**src/core/dist_cfg_pkg.sv**
```systemverilog
/*
  Constants shared by the distributor configuration and identification bank:
  register offsets, field positions, reset values and decode helpers.
  Assumes a 12-bit APB byte address window and 32-bit data.
*/
package dist_cfg_pkg;

  localparam logic [11:0] OFF_CTRL_TYPE = 12'h004;
  localparam logic [11:0] OFF_IMPL_ID = 12'h008;
  localparam logic [11:0] OFF_LOCKABLE_SHARED_IRQ_SECURE = 12'h010;
  localparam logic [11:0] OFF_LOCKABLE_SHARED_IRQ_ENABLE = 12'h014;

  localparam int LINES_LSB = 0;
  localparam int LINES_MSB = 4;
  localparam int CPU_LSB = 5;
  localparam int CPU_MSB = 7;
  localparam int SEC_BIT = 10;
  localparam int LOCKABLE_SHARED_IRQ_LSB = 11;
  localparam int LOCKABLE_SHARED_IRQ_MSB = 15;
  localparam int MFR_LSB = 0;
  localparam int MFR_MSB = 6;
  localparam int ZERO_BIT = 7;
  localparam int CONT_LSB = 8;
  localparam int CONT_MSB = 11;
  localparam int REV_LSB = 12;
  localparam int REV_MSB = 23;
  localparam int PROD_LSB = 24;
  localparam int PROD_MSB = 31;

  localparam int LOCKABLE_SHARED_IRQ_MAX = 31;
  localparam int FIRST_LOCKABLE_SHARED_IRQ_ID = 32;
  localparam int PRIVATE_IDS = 32;
  localparam int IDS_PER_GROUP = 32;
  localparam int MAX_IDS = 1020;

  localparam logic [30:0] LOCKABLE_SHARED_IRQ_SECURE_RST = 31'h0;
  localparam logic [30:0] LOCKABLE_SHARED_IRQ_ENABLE_RST = 31'h0;
  localparam logic [31:0] PRDATA_RST = 32'h0;

  // bit i set when lockable interrupt i (id 32+i) exists
  function automatic logic [30:0] lockable_shared_irq_valid_mask(input logic [4:0] n);
    logic [30:0] m;
    m = 31'h0;
    for (int i = 0; i < LOCKABLE_SHARED_IRQ_MAX; i++) begin
      m[i] = (5'(i) < n);
    end
    return m;
  endfunction

  function automatic logic addr_is(input logic [11:0] a, input logic [11:0] off);
    return a[11:2] == off[11:2];
  endfunction

endpackage

```
**src/core/lockable_shared_irq_bus_if.sv**
```systemverilog
/*
  Carrier between the register front end and the lockable interrupt state.
  Assumes both ends share pclk.
*/
`timescale 1ns/1ps
`default_nettype none
interface lockable_shared_irq_bus_if;
  logic wr_secure;
  logic wr_enable;
  logic [30:0] wdata;
  logic lock;
  logic single_state;
  logic [30:0] valid_mask;
  logic [30:0] secure;
  logic [30:0] enable;

  modport owner (
    input wr_secure, wr_enable, wdata, lock, single_state, valid_mask,
    output secure, enable
  );
  modport front (
    output wr_secure, wr_enable, wdata, lock, single_state, valid_mask,
    input secure, enable
  );
endinterface
`default_nettype wire

```
**src/core/dist_cfg_regs.sv**
```systemverilog
/*
  Distributor configuration and identification register bank with the
  lockable shared interrupt state behind it, on an APB slave port.
  Assumes pclk at 200 MHz, asynchronous active-low presetn, and that the
  secure lock arrives from a pin outside the pclk domain.
*/
// The APB slave port and the register addresses were left to the implementer.
`timescale 1ns/1ps
`default_nettype none
module dist_cfg_regs
  import dist_cfg_pkg::*;
#(
  parameter logic [4:0] LOCKABLE_SHARED_IRQ_COUNT = 5'h1f,    // lockable interrupts built
  parameter logic TWO_SECURITY_STATES = 1'b1,  // 0: secure only
  parameter int CPU_IF_COUNT = 8,              // 1 to 8
  parameter int IRQ_LINE_COUNT = 1020,         // ids provided
  parameter logic [7:0] PRODUCT_ID = 8'h5a,    // arbitrary value
  parameter logic [11:0] REVISION = 12'h001,   // arbitrary value
  parameter logic [3:0] MAKER_CONT = 4'h3,     // arbitrary value
  parameter logic [6:0] MAKER_CODE = 7'h2a     // arbitrary value
)(
  input wire logic pclk,                // bus clock
  input wire logic presetn,             // async reset, active low
  input wire logic psel,                // apb select
  input wire logic penable,             // apb access phase
  input wire logic pwrite,              // apb direction
  input wire logic [11:0] paddr,        // apb byte address
  input wire logic [31:0] pwdata,       // apb write data
  output logic [31:0] prdata,           // apb read data
  output logic pready,                  // apb ready
  output logic pslverr,                 // apb error, unmapped address
  input wire logic cfg_secure_lock,     // secure configuration lock pin
  output logic [30:0] lockable_shared_irq_secure_out,  // security of lockable interrupts
  output logic [30:0] lockable_shared_irq_enable_out   // enable of lockable interrupts
);

  // lockable ids run up to 32+count-1, so the line count never drops below that
  localparam int MIN_LINES = PRIVATE_IDS + int'(LOCKABLE_SHARED_IRQ_COUNT);
  localparam int LINES_RAW = (IRQ_LINE_COUNT < MIN_LINES) ? MIN_LINES : IRQ_LINE_COUNT;
  localparam int LINES_EFF = (LINES_RAW > MAX_IDS) ? MAX_IDS : LINES_RAW;
  localparam logic [4:0] LINE_GROUPS = 5'((LINES_EFF - 1) / IDS_PER_GROUP);
  localparam logic [2:0] CPU_FIELD = 3'(CPU_IF_COUNT - 1);

  logic lock_meta;
  logic lock_sync;
  logic setup;
  logic write_take;
  logic [31:0] ctrl_type_word;
  logic [31:0] impl_id_word;
  logic hit_ctrl;
  logic hit_impl;
  logic hit_sec;
  logic hit_en;

  lockable_shared_irq_bus_if lbus ();

  function automatic logic [31:0] build_ctrl_type();
    logic [31:0] w;
    w = 32'h0; // reserved ranges stay zero
    w[LOCKABLE_SHARED_IRQ_MSB:LOCKABLE_SHARED_IRQ_LSB] = LOCKABLE_SHARED_IRQ_COUNT;
    w[SEC_BIT] = TWO_SECURITY_STATES;
    w[CPU_MSB:CPU_LSB] = CPU_FIELD;
    w[LINES_MSB:LINES_LSB] = LINE_GROUPS;
    return w;
  endfunction

  function automatic logic [31:0] build_impl_id();
    logic [31:0] w;
    w = 32'h0;
    w[PROD_MSB:PROD_LSB] = PRODUCT_ID;
    w[REV_MSB:REV_LSB] = REVISION;
    w[CONT_MSB:CONT_LSB] = MAKER_CONT;
    w[ZERO_BIT] = 1'b0;
    w[MFR_MSB:MFR_LSB] = MAKER_CODE;
    return w;
  endfunction

  assign ctrl_type_word = build_ctrl_type();
  assign impl_id_word = build_impl_id();

  // lock comes from a pin: two flops before anything reads it
  always_ff @(posedge pclk or negedge presetn) begin
    if (!presetn) begin
      lock_meta <= 1'b0;
      lock_sync <= 1'b0;
    end else begin
      lock_meta <= cfg_secure_lock;
      lock_sync <= lock_meta;
    end
  end

  assign hit_ctrl = addr_is(paddr, OFF_CTRL_TYPE);
  assign hit_impl = addr_is(paddr, OFF_IMPL_ID);
  assign hit_sec = addr_is(paddr, OFF_LOCKABLE_SHARED_IRQ_SECURE);
  assign hit_en = addr_is(paddr, OFF_LOCKABLE_SHARED_IRQ_ENABLE);

  // zero wait states: read data is registered in setup so it is ready in access
  assign pready = 1'b1;
  assign setup = psel && !penable;
  assign write_take = psel && penable && pready && pwrite;

  always_ff @(posedge pclk or negedge presetn) begin
    if (!presetn) begin
      prdata <= PRDATA_RST;
    end else if (setup) begin
      if (pwrite) begin
        prdata <= PRDATA_RST;
      end else if (hit_ctrl) begin
        prdata <= ctrl_type_word;
      end else if (hit_impl) begin
        prdata <= impl_id_word;
      end else if (hit_sec) begin
        prdata <= {1'b0, lbus.secure};
      end else if (hit_en) begin
        prdata <= {1'b0, lbus.enable};
      end else begin
        prdata <= PRDATA_RST;
      end
    end
  end

  // identification registers answer any access; only holes in the map error
  always_ff @(posedge pclk or negedge presetn) begin
    if (!presetn) begin
      pslverr <= 1'b0;
    end else if (setup) begin
      pslverr <= !(hit_ctrl || hit_impl || hit_sec || hit_en);
    end
  end

  // writes to the read-only words fall through with no effect
  assign lbus.wr_secure = write_take && hit_sec;
  assign lbus.wr_enable = write_take && hit_en;
  assign lbus.wdata = pwdata[30:0];
  assign lbus.lock = lock_sync;
  assign lbus.single_state = !TWO_SECURITY_STATES;
  assign lbus.valid_mask = lockable_shared_irq_valid_mask(LOCKABLE_SHARED_IRQ_COUNT);

  lockable_shared_irq_state_regs u_state (
    .pclk(pclk),
    .presetn(presetn),
    .bus(lbus.owner)
  );

  assign lockable_shared_irq_secure_out = lbus.secure;
  assign lockable_shared_irq_enable_out = lbus.enable;
endmodule
`default_nettype wire

```
**src/core/lockable_shared_irq_state_regs.sv**
```systemverilog
/*
  Security and enable state of the lockable shared interrupts.
  Assumes write strobes are one-cycle pulses from the APB front end and the
  lock level is already synchronised to pclk.
*/
`timescale 1ns/1ps
`default_nettype none
module lockable_shared_irq_state_regs
  import dist_cfg_pkg::*;
(
  input wire logic pclk,      // bus clock
  input wire logic presetn,   // async reset, active low
  lockable_shared_irq_bus_if.owner bus       // state port
);

  logic [30:0] sec_q;
  logic [30:0] en_q;
  logic [30:0] sec_writable;
  logic [30:0] en_writable;

  // a secure lockable interrupt is frozen while the lock is high
  assign en_writable = bus.valid_mask & ~(bus.lock ? bus.secure : 31'h0);
  // single-state build: every lockable interrupt is secure and stays so
  assign sec_writable = bus.single_state ? 31'h0 : en_writable;

  always_ff @(posedge pclk or negedge presetn) begin
    if (!presetn) begin
      sec_q <= LOCKABLE_SHARED_IRQ_SECURE_RST;
    end else if (bus.wr_secure) begin
      sec_q <= (sec_q & ~sec_writable) | (bus.wdata & sec_writable);
    end
  end

  always_ff @(posedge pclk or negedge presetn) begin
    if (!presetn) begin
      en_q <= LOCKABLE_SHARED_IRQ_ENABLE_RST;
    end else if (bus.wr_enable) begin
      en_q <= (en_q & ~en_writable) | (bus.wdata & en_writable);
    end
  end

  assign bus.secure = bus.single_state ? bus.valid_mask : (sec_q & bus.valid_mask);
  assign bus.enable = en_q & bus.valid_mask;
endmodule
`default_nettype wire

```
**config.mk**
```make
export PLATFORM = sky130hd
export DESIGN_NAME = dist_cfg_regs
export DESIGN_NICKNAME = d
export VERILOG_FILES = /design/src/core/dist_cfg_pkg.sv /design/src/core/lockable_shared_irq_bus_if.sv /design/src/core/dist_cfg_regs.sv /design/src/core/lockable_shared_irq_state_regs.sv
export SDC_FILE = /design/constraint.sdc
export NUM_CORES = 1
export LEC_CHECK = 0
export BUFFER_PORTS_ARGS = -buffer_cell sky130_fd_sc_hd__buf_2
export CAP_MARGIN = 30
export CORE_UTILIZATION = 25
export CTS_BUF_LIST = sky130_fd_sc_hd__clkbuf_8
export DETAILED_ROUTE_END_ITERATION = 10
export GPL_TIMING_DRIVEN = 0
export PLACE_DENSITY = 0.45
export SLEW_MARGIN = 20
export SYNTH_ARGS = -nofsm -noshare
export SYNTH_HDL_FRONTEND = slang
export SYNTH_HIERARCHICAL = 1
export SYNTH_SLANG_ARGS = --single-unit
export TNS_END_PERCENT = 1
```
**constraint.sdc**
```tcl
create_clock -name pclk -period 1.1 [get_ports pclk]
set_input_delay 0.11 -clock pclk [delete_from_list [all_inputs] [get_ports pclk]]
set_output_delay 0.11 -clock pclk [all_outputs]
set_load 0.01 [all_outputs]
```
# --- Yosys cells after proc, flatten, opt, wreduce, memory -nomap -nowiden ---
# Cells that the tools add are included.
word_totals:
  wordCells: 33
  inputBits: 50
  output_inout_bits: 96
  reg_bits: 97
op_classes:
  n_reduce_logical: 10
  eq_ne: 4
  n_bitwise: 7
  mux: 6
ops:
  columns: ["operator", "n"]
  rows:
  - ["$mux W31", 5]
  - ["$and A31 B31 Y31", 3]
  - ["$not A31 Y31", 2]
  - ["$or A31 B31 Y31", 2]
  - ["$mux W32", 1]
  - ["$eq A10 B3 Y1 const B", 2]
  - ["$eq A10 B1 Y1 const B", 1]
  - ["$eq A10 B2 Y1 const B", 1]
  - ["$logic_and A1 B1 Y1", 5]
  - ["$logic_or A1 B1 Y1", 3]
  - ["$logic_not A1 Y1", 2]

# --- Longest topological paths before layout ---
# Gate-level depths: netlist of the first run.
depth:
  depth_word: 6
  ltp_mapped: 9
  depth_no_buf: 6

# --- Cells and area by module ---
# Netlist of the first run, hierarchy kept.
by_module_without_submodules:
  columns: ["mod", "cells_each", "area_per_inst_um2", "seq_area_each_um2", "n_inst"]
  rows:
  - ["lockable_shared_irq_state_regs", 379, 4185.3, 1551.5, 1]
  - ["dist_cfg_regs", 192, 1868.0, 850.8, 1]

# --- Least setup slack after synthesis of the first run ---
# No wires, ideal clock.
synth_timing:
  path_type: "input-to-reg"
  startpoint: "input port paddr[8]"
  endpoint: "register (tool-made name)"
  cell_stages: 8
  setup_time_ps: 122
  path_buffers: 2
  setup_slack_ps: -1098
  required_ps: 978
  arrival_ps: 2076
  path_cell_list: "or4_4 > buf_6 > nor3_2 > nand4_1 > nor2_1 > clkbuf_1 > nand4bb_1 > a32o_1"
synth_lines:
  columns: ["item", "line", "source"]
  rows:
  - ["start, declared", "dist_cfg_regs.sv:27", "input wire logic [11:0] paddr,"]

==> results.ini, run 1 <==
[synth]
ys_warn_count=6
avgSynthCellArea_um2=10.60
netlist_area_um2=6053
ys_types=44
synthArstFlopShare_pct=100.0
synth_cells=571
synth_edf_count=0
synth.yosys.seq_area_share_pct=39.69
synth_flop_cell=dfrtp_1
ys_ff_latch=96

[route]
route.detailed.drc=0
antenna_left=0
dr.pass1.iters=4
avgRoutedWirePerCell_um=17.23
routed_wl_um=21880
drt_iter0_drc=206
num_vias=5467
via_per_inst=4.305

[finish]
area_growth_pct=49.50
layout-drive-gt1-share_pct=34.60
n_fill_cell=2401
finalNonFillerCells=1270
antenna_cells_inserted=0
multi_input_comb_area_um2=4150
fin_nets=996
final-seq-area_um2=2402

[outcome]
violations=negative setup slack
status=complete, but fails checks

[cts]
path_clk_slew_ps=100
root_buffer=clkbuf_8
cts_buffer_depth=2
cts_tree=done
clk_latency_ps=400
cts.sinks=96
cts_buffers=9
htreeDepth=3

[place]
gp_congestion=0.7382
dp_hpwl_um=15320
dp.cells=1217
dp_slack_ps=-1568
port_buffers=139

[pwr]
p_seq_share_pct=40.9
clockPowerShare_pct=32.7
power_switching_mw=2.766
ir_drop_mv=0.4329
power_frac_comb_pct=26.4
sw_frac_of_total_pct=28.75
p_leak_nw=4.197
p_int_mw=6.855
power_density_nw_per_um2=1063

[setup_path]
worstSetupPathType=in2reg
worstPathMaxFanout=5
worstPathArrival_ps=1930
start_kind=input port
cp_data_required_time_ps=1380
end_kind=flop

[global_routing]
grt_overflow=0
grt_first_pass_wirelength_um=33420
antenna_found_initial=0
grt_pass1_vias=5491
grtUsageTotal_pct=18.26
grt_max_degree=60

[sta]
rsz0062_at_grt=yes
fin_crit_sh_pct=149.8
slew_viol_final=0
finalClockSkew_ps=22.45
fin_hold_ws_ps=29.80
hold_viol=0
fmax_ghz=0.6068
tns_ps=-52290
period_minus_slack_ps=1648
slew_headroom_pct=53.59
setup_ws_ps=-548.0
max_slew.worst_pin.slew_ps=696.1
finalSetupViolations=155

[floorplanning]
fp.dieH_um=157.6
core_area_um2=23610
die_w_um=157.6
floorplan.initialDensity_pct=25.64
die-area_um2=24840
ios=146
core.rowCount=56

[flow_run]
cap_violations=0

[hold_path]
hp-class=in2reg

[layer usage]
layer  part of all wire, %  up-vias  routed length (µm)  global-route usage [%]
met2                    47      118               10350                   29.81
met3                   3.6       17                 791                   2.354
met1                    48     2574               10400                   25.23
met5                     0        -                   0                       0
met4                   1.6        0                 344                   4.993
li1                      -     2758                   -                       -
[worst max-delay path, cell delays in order]
cell	delay, ps
buf_6	90
or4_4	570
nor3_4	150
nand4_1	200
nor2_4	190
buf_12	140
clkbuf_16	130
nand4bb_1	120
a32o_1	220
[power by group through the flow]
stage / Clock [mW] / Sequential (mW) / Combinational [mW]
after floorplan: 0 / 3.93 / 1.39
after global placement: 0 / 3.99 / 2.05
after detailed placement: 0 / 3.99 / 2.05
after CTS: 3.22 / 3.94 / 2.50
after global routing: 3.37 / 3.97 / 2.77
final: 3.14 / 3.94 / 2.54
[placed cells by master, fill, tap and decap left out, types with 32 or more instances in the layout]
cell type / count
buf_2: 114
buf_6: 53
conb_1: 189
dfrtp_1: 96
nand2_1: 34
nand4bb_1: 32
o211ai_1: 37
o21a_1: 62
[path summary, 6_finish.rpt]
kind,start,to,slack [ps],depth (start not counted)
max in group asynchronous,presetn,prdata[17]$_DFFE_PN0P_,240,3
min in group asynchronous,presetn,async pin,200,2
worst max register to register,flop,prdata[8]$_DFFE_PN0P_,-270,4
worst min register to register,lock_meta$_DFF_PN0_,lbus.lock$_DFF_PN0_,380,0
worst min-delay path,pwdata[15],flop,30,2
worst max-delay path,paddr[11],flop,-550,9
[logic make-up (layout without fill, tap and decap cells)]
kind of cell / count (synthesis) / in the layout / share of synthesized area [%]
buffers and inverters: 53 / 246 / 5.291
AO/OA/AOI/OAI: 238 / 238 / 33.77
multiplexers: 20 / 20 / 3.431
AND/OR/NAND/NOR: 161 / 161 / 17.55
XOR/XNOR: 1 / 1 / 0.1447
flip-flops: 96 / 96 / 39.69
other: 2 / 189 / 0.1241
[cells in the mapped netlist, drive strengths merged (2+ instances only)]
cell | count | area share (%)
a21bo | 31 | 5.1
a21o | 10 | 1.2
a21oi | 6 | 0.50
a32o | 31 | 5.1
and2 | 31 | 3.2
buf | 33 | 4.1
clkbuf | 19 | 1.2
conb | 2 | 0.12
dfrtp | 96 | 40
mux2 | 6 | 1.1
mux2i | 14 | 2.3
nand2 | 34 | 2.1
nand2b | 4 | 0.41
nand3 | 31 | 2.6
nand4bb | 32 | 6.0
nor2 | 3 | 0.19
nor2b | 12 | 1.3
nor3 | 2 | 0.25
nor3b | 2 | 0.25
o211ai | 65 | 10
o21a | 62 | 7.7
o21ai | 28 | 2.9
or2 | 3 | 0.31
[repair_timing]
item | in CTS | in global routing
pin swaps | 46 | 13
setup endpoints to repair | 158 | 159
hold endpoints to repair | 66 | 1
resized for setup | 104 | 10
cloned | 4 | 1
hold buffers | 26 | 1
setup buffers | 7 | 0
[per-stage QoR]
stage / power [mW] / area [µm²] / util, %
CTS: 9.663 / 8990 / 38.07
floorplan: 5.323 / 6789 / -
global placement: 6.038 / 7884 / 33.39
global route: 10.12 / 9050 / 38.33
finish: 9.621 / 9050 / 38.33
detailed placement: 6.049 / 7918 / 33.53
[final cells by class]
class	instances	share of cell area (%)
Sequential cell	96	26.54
Timing Repair Buffer	179	14.96
Tap cell	319	4.410
Multi-Input combinational cell	609	45.86
Buffer	50	5.268
Clock inverter	4	1.092
Inverter	1	0.04148
Clock buffer	12	1.825
Power figures use the tool's default switching activity.
==> run 2: changes to the inputs <==
Settings changed: CORE_UTILIZATION 25 to 60, PLACE_DENSITY 0.45 to 0.88, TNS_END_PERCENT 1 to 50.
Clock period 1.1 ns to 2 ns, I/O delays scaled along.
==> run 2 against run 1 <==
Global-route usage up 19 points. The run now ends clean. Via count up 8.2%. Highest routed layer unchanged. Largest cell class unchanged. Sequential cell count unchanged.
==> results.ini, run 2 (synthesis results as in run 1) <==
[sta]
tns_ps=0
slew_viol_final=0
rsz0062_at_grt=yes
max_slew.worst_pin.slew_ps=773.9
setup_ws_ps=21.92
fin_hold_ws_ps=93.02
period_minus_slack_ps=1978
hold_viol=0
fin_crit_sh_pct=98.90
slew_headroom_pct=48.01
fmax_ghz=0.5055
finalClockSkew_ps=13.17
finalSetupViolations=0

[global_routing]
grt_first_pass_wirelength_um=29370
grt_overflow=0
grtUsageTotal_pct=37.62
grt_pass1_vias=5977
grt_max_degree=66
antenna_found_initial=0

[setup_path]
cp_data_required_time_ps=2240
end_kind=flop
worstPathMaxFanout=10
critPathMaxStageDelay_ps=550
worstPathArrival_ps=2220
startpoint=paddr[8]
slowest_stage=or4_4
path_cells=buf_2 -> or4_4 -> buf_6 -> nor3_4 -> nand4_1 -> nor2_1 -> clkbuf_4 -> buf_4 -> a21bo_2 -> o211ai_2
worstSetupPathType=in2reg
start_kind=input port
r2r-start=lbus.lock$_DFF_PN0_

[cts]
cts_buffers=9
cts.sinks=96
clk_latency_ps=370
cts_buffer_depth=2
root_buffer=clkbuf_8
path_clk_slew_ps=90
cts_tree=done
htreeDepth=3

[route]
route.detailed.drc=0
dr.pass1.iters=5
antenna_left=0
drt_iter0_drc=444
via_per_inst=5.636
num_vias=5918
routed_wl_um=18880
avgRoutedWirePerCell_um=17.98

[floorplanning]
core_area_um2=9774
die-area_um2=10500
core.rowCount=36
die_w_um=102.4
fp.dieH_um=102.4
floorplan.initialDensity_pct=61.93
ios=146

[finish]
finalNonFillerCells=1050
area_growth_pct=30.72
final_cell_mix=189 x conb_1, 148 x buf_2, 96 x dfrtp_1, 62 x o21a_1, 37 x o211ai_1
n_fill_cell=700
fin_nets=962
layout-drive-gt1-share_pct=30.53
multi_input_comb_area_um2=4046
final_common_cell=conb_1
antenna_cells_inserted=0
final_core_util_pct=80.95
final-seq-area_um2=2402
fin_area_um2=7913

[place]
dp_hpwl_um=13650
gp_congestion=0.8584
dp.cells=1031
port_buffers=139
placed_cell_area_um2=7680
dp_slack_ps=-646.5

[pwr]
p_int_mw=3.095
design_power_total_mw=4.488
p_seq_share_pct=48.2
power_frac_comb_pct=25.9
power_density_nw_per_um2=567.2
ir_drop_mv=0.3505
clockPowerShare_pct=25.9
p_leak_nw=3.807
sw_frac_of_total_pct=31.04
power_switching_mw=1.393

[hold_path]
min-delay-start=pwdata[25]
hp-class=in2reg

[outcome]
status=finished clean

[flow_run]
cap_violations=0

[run 2: worst paths after layout]
kind | to | slack, ps | cells after the start
worst max register to register | flop | 650 | 5
worst min register to register | lbus.lock$_DFF_PN0_ | 360 | 0
min in group asynchronous | prdata[13]$_DFFE_PN0P_ | 270 | 2
worst max-delay path | flop | 20 | 10
max in group asynchronous | async pin | 1090 | 3
worst min-delay path | flop | 90 | 2
[run 2: worst max-delay path, delay by kind of cell]
kind | cells | cell delay (ps)
buffers and inverters | 4 | 700
AND/OR/NAND/NOR | 4 | 1080
AO/OA/AOI/OAI | 2 | 250
[run 2: per-layer routing]
| layer | global-route usage (%) | share of wire (%) | vias to the layer above |
|---|---|---|---|
| li1 | - | - | 2689 |
| met4 | 18.79 | 2.5 | 0 |
| met5 | 0 | 0 | - |
| met3 | 8.003 | 8.3 | 59 |
| met2 | 63.23 | 51 | 314 |
| met1 | 45.71 | 38 | 2856 |
[run 2: area by class of cell]
class | count | share of cell area [%]
buffer | 52 | 4.681
clock buffer | 10 | 1.739
clock inverter | 6 | 0.3637
inverter | 1 | 0.04744
multi-input combinational | 609 | 51.14
sequential | 96 | 30.36
tap | 133 | 2.103
timing repair buffer | 143 | 9.567
[run 2: power groups by stage]
stage,registers (mW),logic [mW],clock network (mW)
4_1_cts,2.16,1.12,1.18
3_5_place_dp,2.20,1.11,0
3_3_place_gp,2.18,1.06,0
6_report,2.16,1.16,1.16
5_1_grt,2.18,1.26,1.26
2_1_floorplan,2.16,0.766,0
[run 2: what timing repair did]
item                                    4_1_cts  5_1_grt
hold buffers                                  2        0
gates resized for setup                       7       16
endpoints found under the hold margin        32        0
pin swaps                                     1        0
endpoints found under the setup margin       62       36
setup buffers                                 1        0
==> run 3: changes to the inputs <==
Settings changed: CTS_CLUSTER_SIZE from default to 30, RECOVER_POWER from default to 100.
==> run 3 against run 2 <==
Count of clock-buffer cells in the layout unchanged. Largest cell class unchanged. Final area is 1.8% lower. Critical path type unchanged. Largest power group unchanged. Sequential cell count stayed put.
==> results.ini, run 3 (synthesis results as in run 1) <==
[setup_path]
worstPathArrival_ps=2220
start_kind=input port
path_cells=buf_2 -> or4_4 -> buf_6 -> nor3_4 -> nand4_1 -> nor2_1 -> clkbuf_4 -> buf_4 -> a21bo_2 -> o211ai_2
rr_worst_depth=5
cp_data_required_time_ps=2240
worstSetupPathType=in2reg
r2r-start=lbus.lock$_DFF_PN0_
end_kind=flop
worstPathMaxFanout=10
r2r_slack_ps=630
critPathMaxStageDelay_ps=550
startpoint=paddr[8]
slowest_stage=or4_4

[outcome]
status=finished clean

[finish]
antenna_cells_inserted=0
final-seq-area_um2=2402
n_fill_cell=749
final_cell_mix=189 x conb_1, 96 x dfrtp_1, 83 x buf_2, 77 x clkbuf_1, 62 x o21a_1
multi_input_comb_area_um2=4016
fin_nets=962
layout-drive-gt1-share_pct=22.46
final_common_cell=conb_1
area_growth_pct=28.38

[route]
antenna_left=0
dr.pass1.iters=5
routed_wl_um=18990
num_vias=5969
drt_iter0_drc=414
route.detailed.drc=0
via_per_inst=5.685
avgRoutedWirePerCell_um=18.09

[cts]
cts_tree=done
cts_buffer_depth=2
cts_buffers=9
root_buffer=clkbuf_8
cts.sinks=96
clk_latency_ps=370
path_clk_slew_ps=90
htreeDepth=3

[pwr]
ir_drop_mv=0.3462
power_density_nw_per_um2=573.9
design_power_total_mw=4.460
p_leak_nw=3.505

[sta]
finalSetupViolations=0
finalClockSkew_ps=11.39
slew_headroom_pct=45.89
period_minus_slack_ps=1976
tns_ps=0
slew_viol_final=0
fin_crit_sh_pct=98.82
rsz0062_at_grt=yes
setup_ws_ps=23.61
max_slew.worst_pin.slew_ps=811.7
fmax_ghz=0.5060
hold_viol=0

[floorplanning]
floorplan.initialDensity_pct=61.93
core.rowCount=36
ios=146
fp.dieH_um=102.4
die-area_um2=10500
die_w_um=102.4
core_area_um2=9774

[global_routing]
grt_first_pass_wirelength_um=29370
grtUsageTotal_pct=37.62
grt_overflow=0
antenna_found_initial=0
grt_pass1_vias=5977
grt_max_degree=66

[place]
port_buffers=139
gp_congestion=0.8584
dp_slack_ps=-646.5
dp_hpwl_um=13650

[hold_path]
hp-class=in2reg

[flow_run]
cap_violations=0

-- run 3: cell count changes in the layout (fill, tap and decap cells not counted), sizes merged --
cell / before / now
clkbuf: 24 / 91
buf: 179 / 112
-- run 3: per-layer routing --
layer	wire length (µm)	track usage (%)	share of wire, %
met3	1618	8.003	8.5
met2	9554	63.23	50
met1	7307	45.71	38
met4	511	18.79	2.7
met5	0	0	0
-- run 3: worst min-delay path by stage --
stage	slack, ps	cells after the start	startpoint	endpoint
2_1_floorplan	-100	0	presetn	lbus.lock$_DFF_PN0_
3_3_place_gp	320	1	cfg_secure_lock	lock_meta$_DFF_PN0_
3_5_place_dp	100	1	presetn	prdata[7]$_DFFE_PN0P_
4_1_cts	90	2	pwdata[25]	flop
5_1_grt	90	2	pwdata[25]	flop
6_report	90	2	pwdata[25]	flop
-- run 3: power breakdown --
part           internal, mW  switching, mW
sequential             2.07          0.100
combinational         0.535          0.600
clock                 0.470          0.689
-- run 3: worst max-delay path, delay by kind of cell --
family                 cells  cell delay (ps)
and+or+nand+nor            4             1070
buffers and inverters      4              690
AOI/OAI and AO/OA          2              240
-- run 3: cell type report --
type                    count  area share [%]
plain buffers              52           4.653
clock buffers              10           1.771
clock inverters             6          0.3703
inverters                   1         0.04830
multi-input cells         609           51.68
flip-flops and latches     96           30.91
well taps                 133           2.141
repair buffers            143           8.421
-- run 3: per-stage QoR --
stage	area, µm²	hold WS, ps	cells	utilization, %
after floorplan	6784	-95.59	758	-
after global placement	7646	317.9	1030	78.23
after detailed placement	7680	102.4	1031	78.57
after global routing	7771	85.80	1050	79.51
final	7771	91.06	1050	79.51
after CTS	7890	85.54	1050	80.72
-- run 3: what timing repair did --
item                                   4_1_cts  5_1_grt
gates resized for setup                      7       16
pin swaps                                    1        0
setup buffers                                1        0
endpoints found under the hold margin       32        0
setup endpoints to repair                   62       36
hold buffers                                 2        0
gates cloned                                 0        0
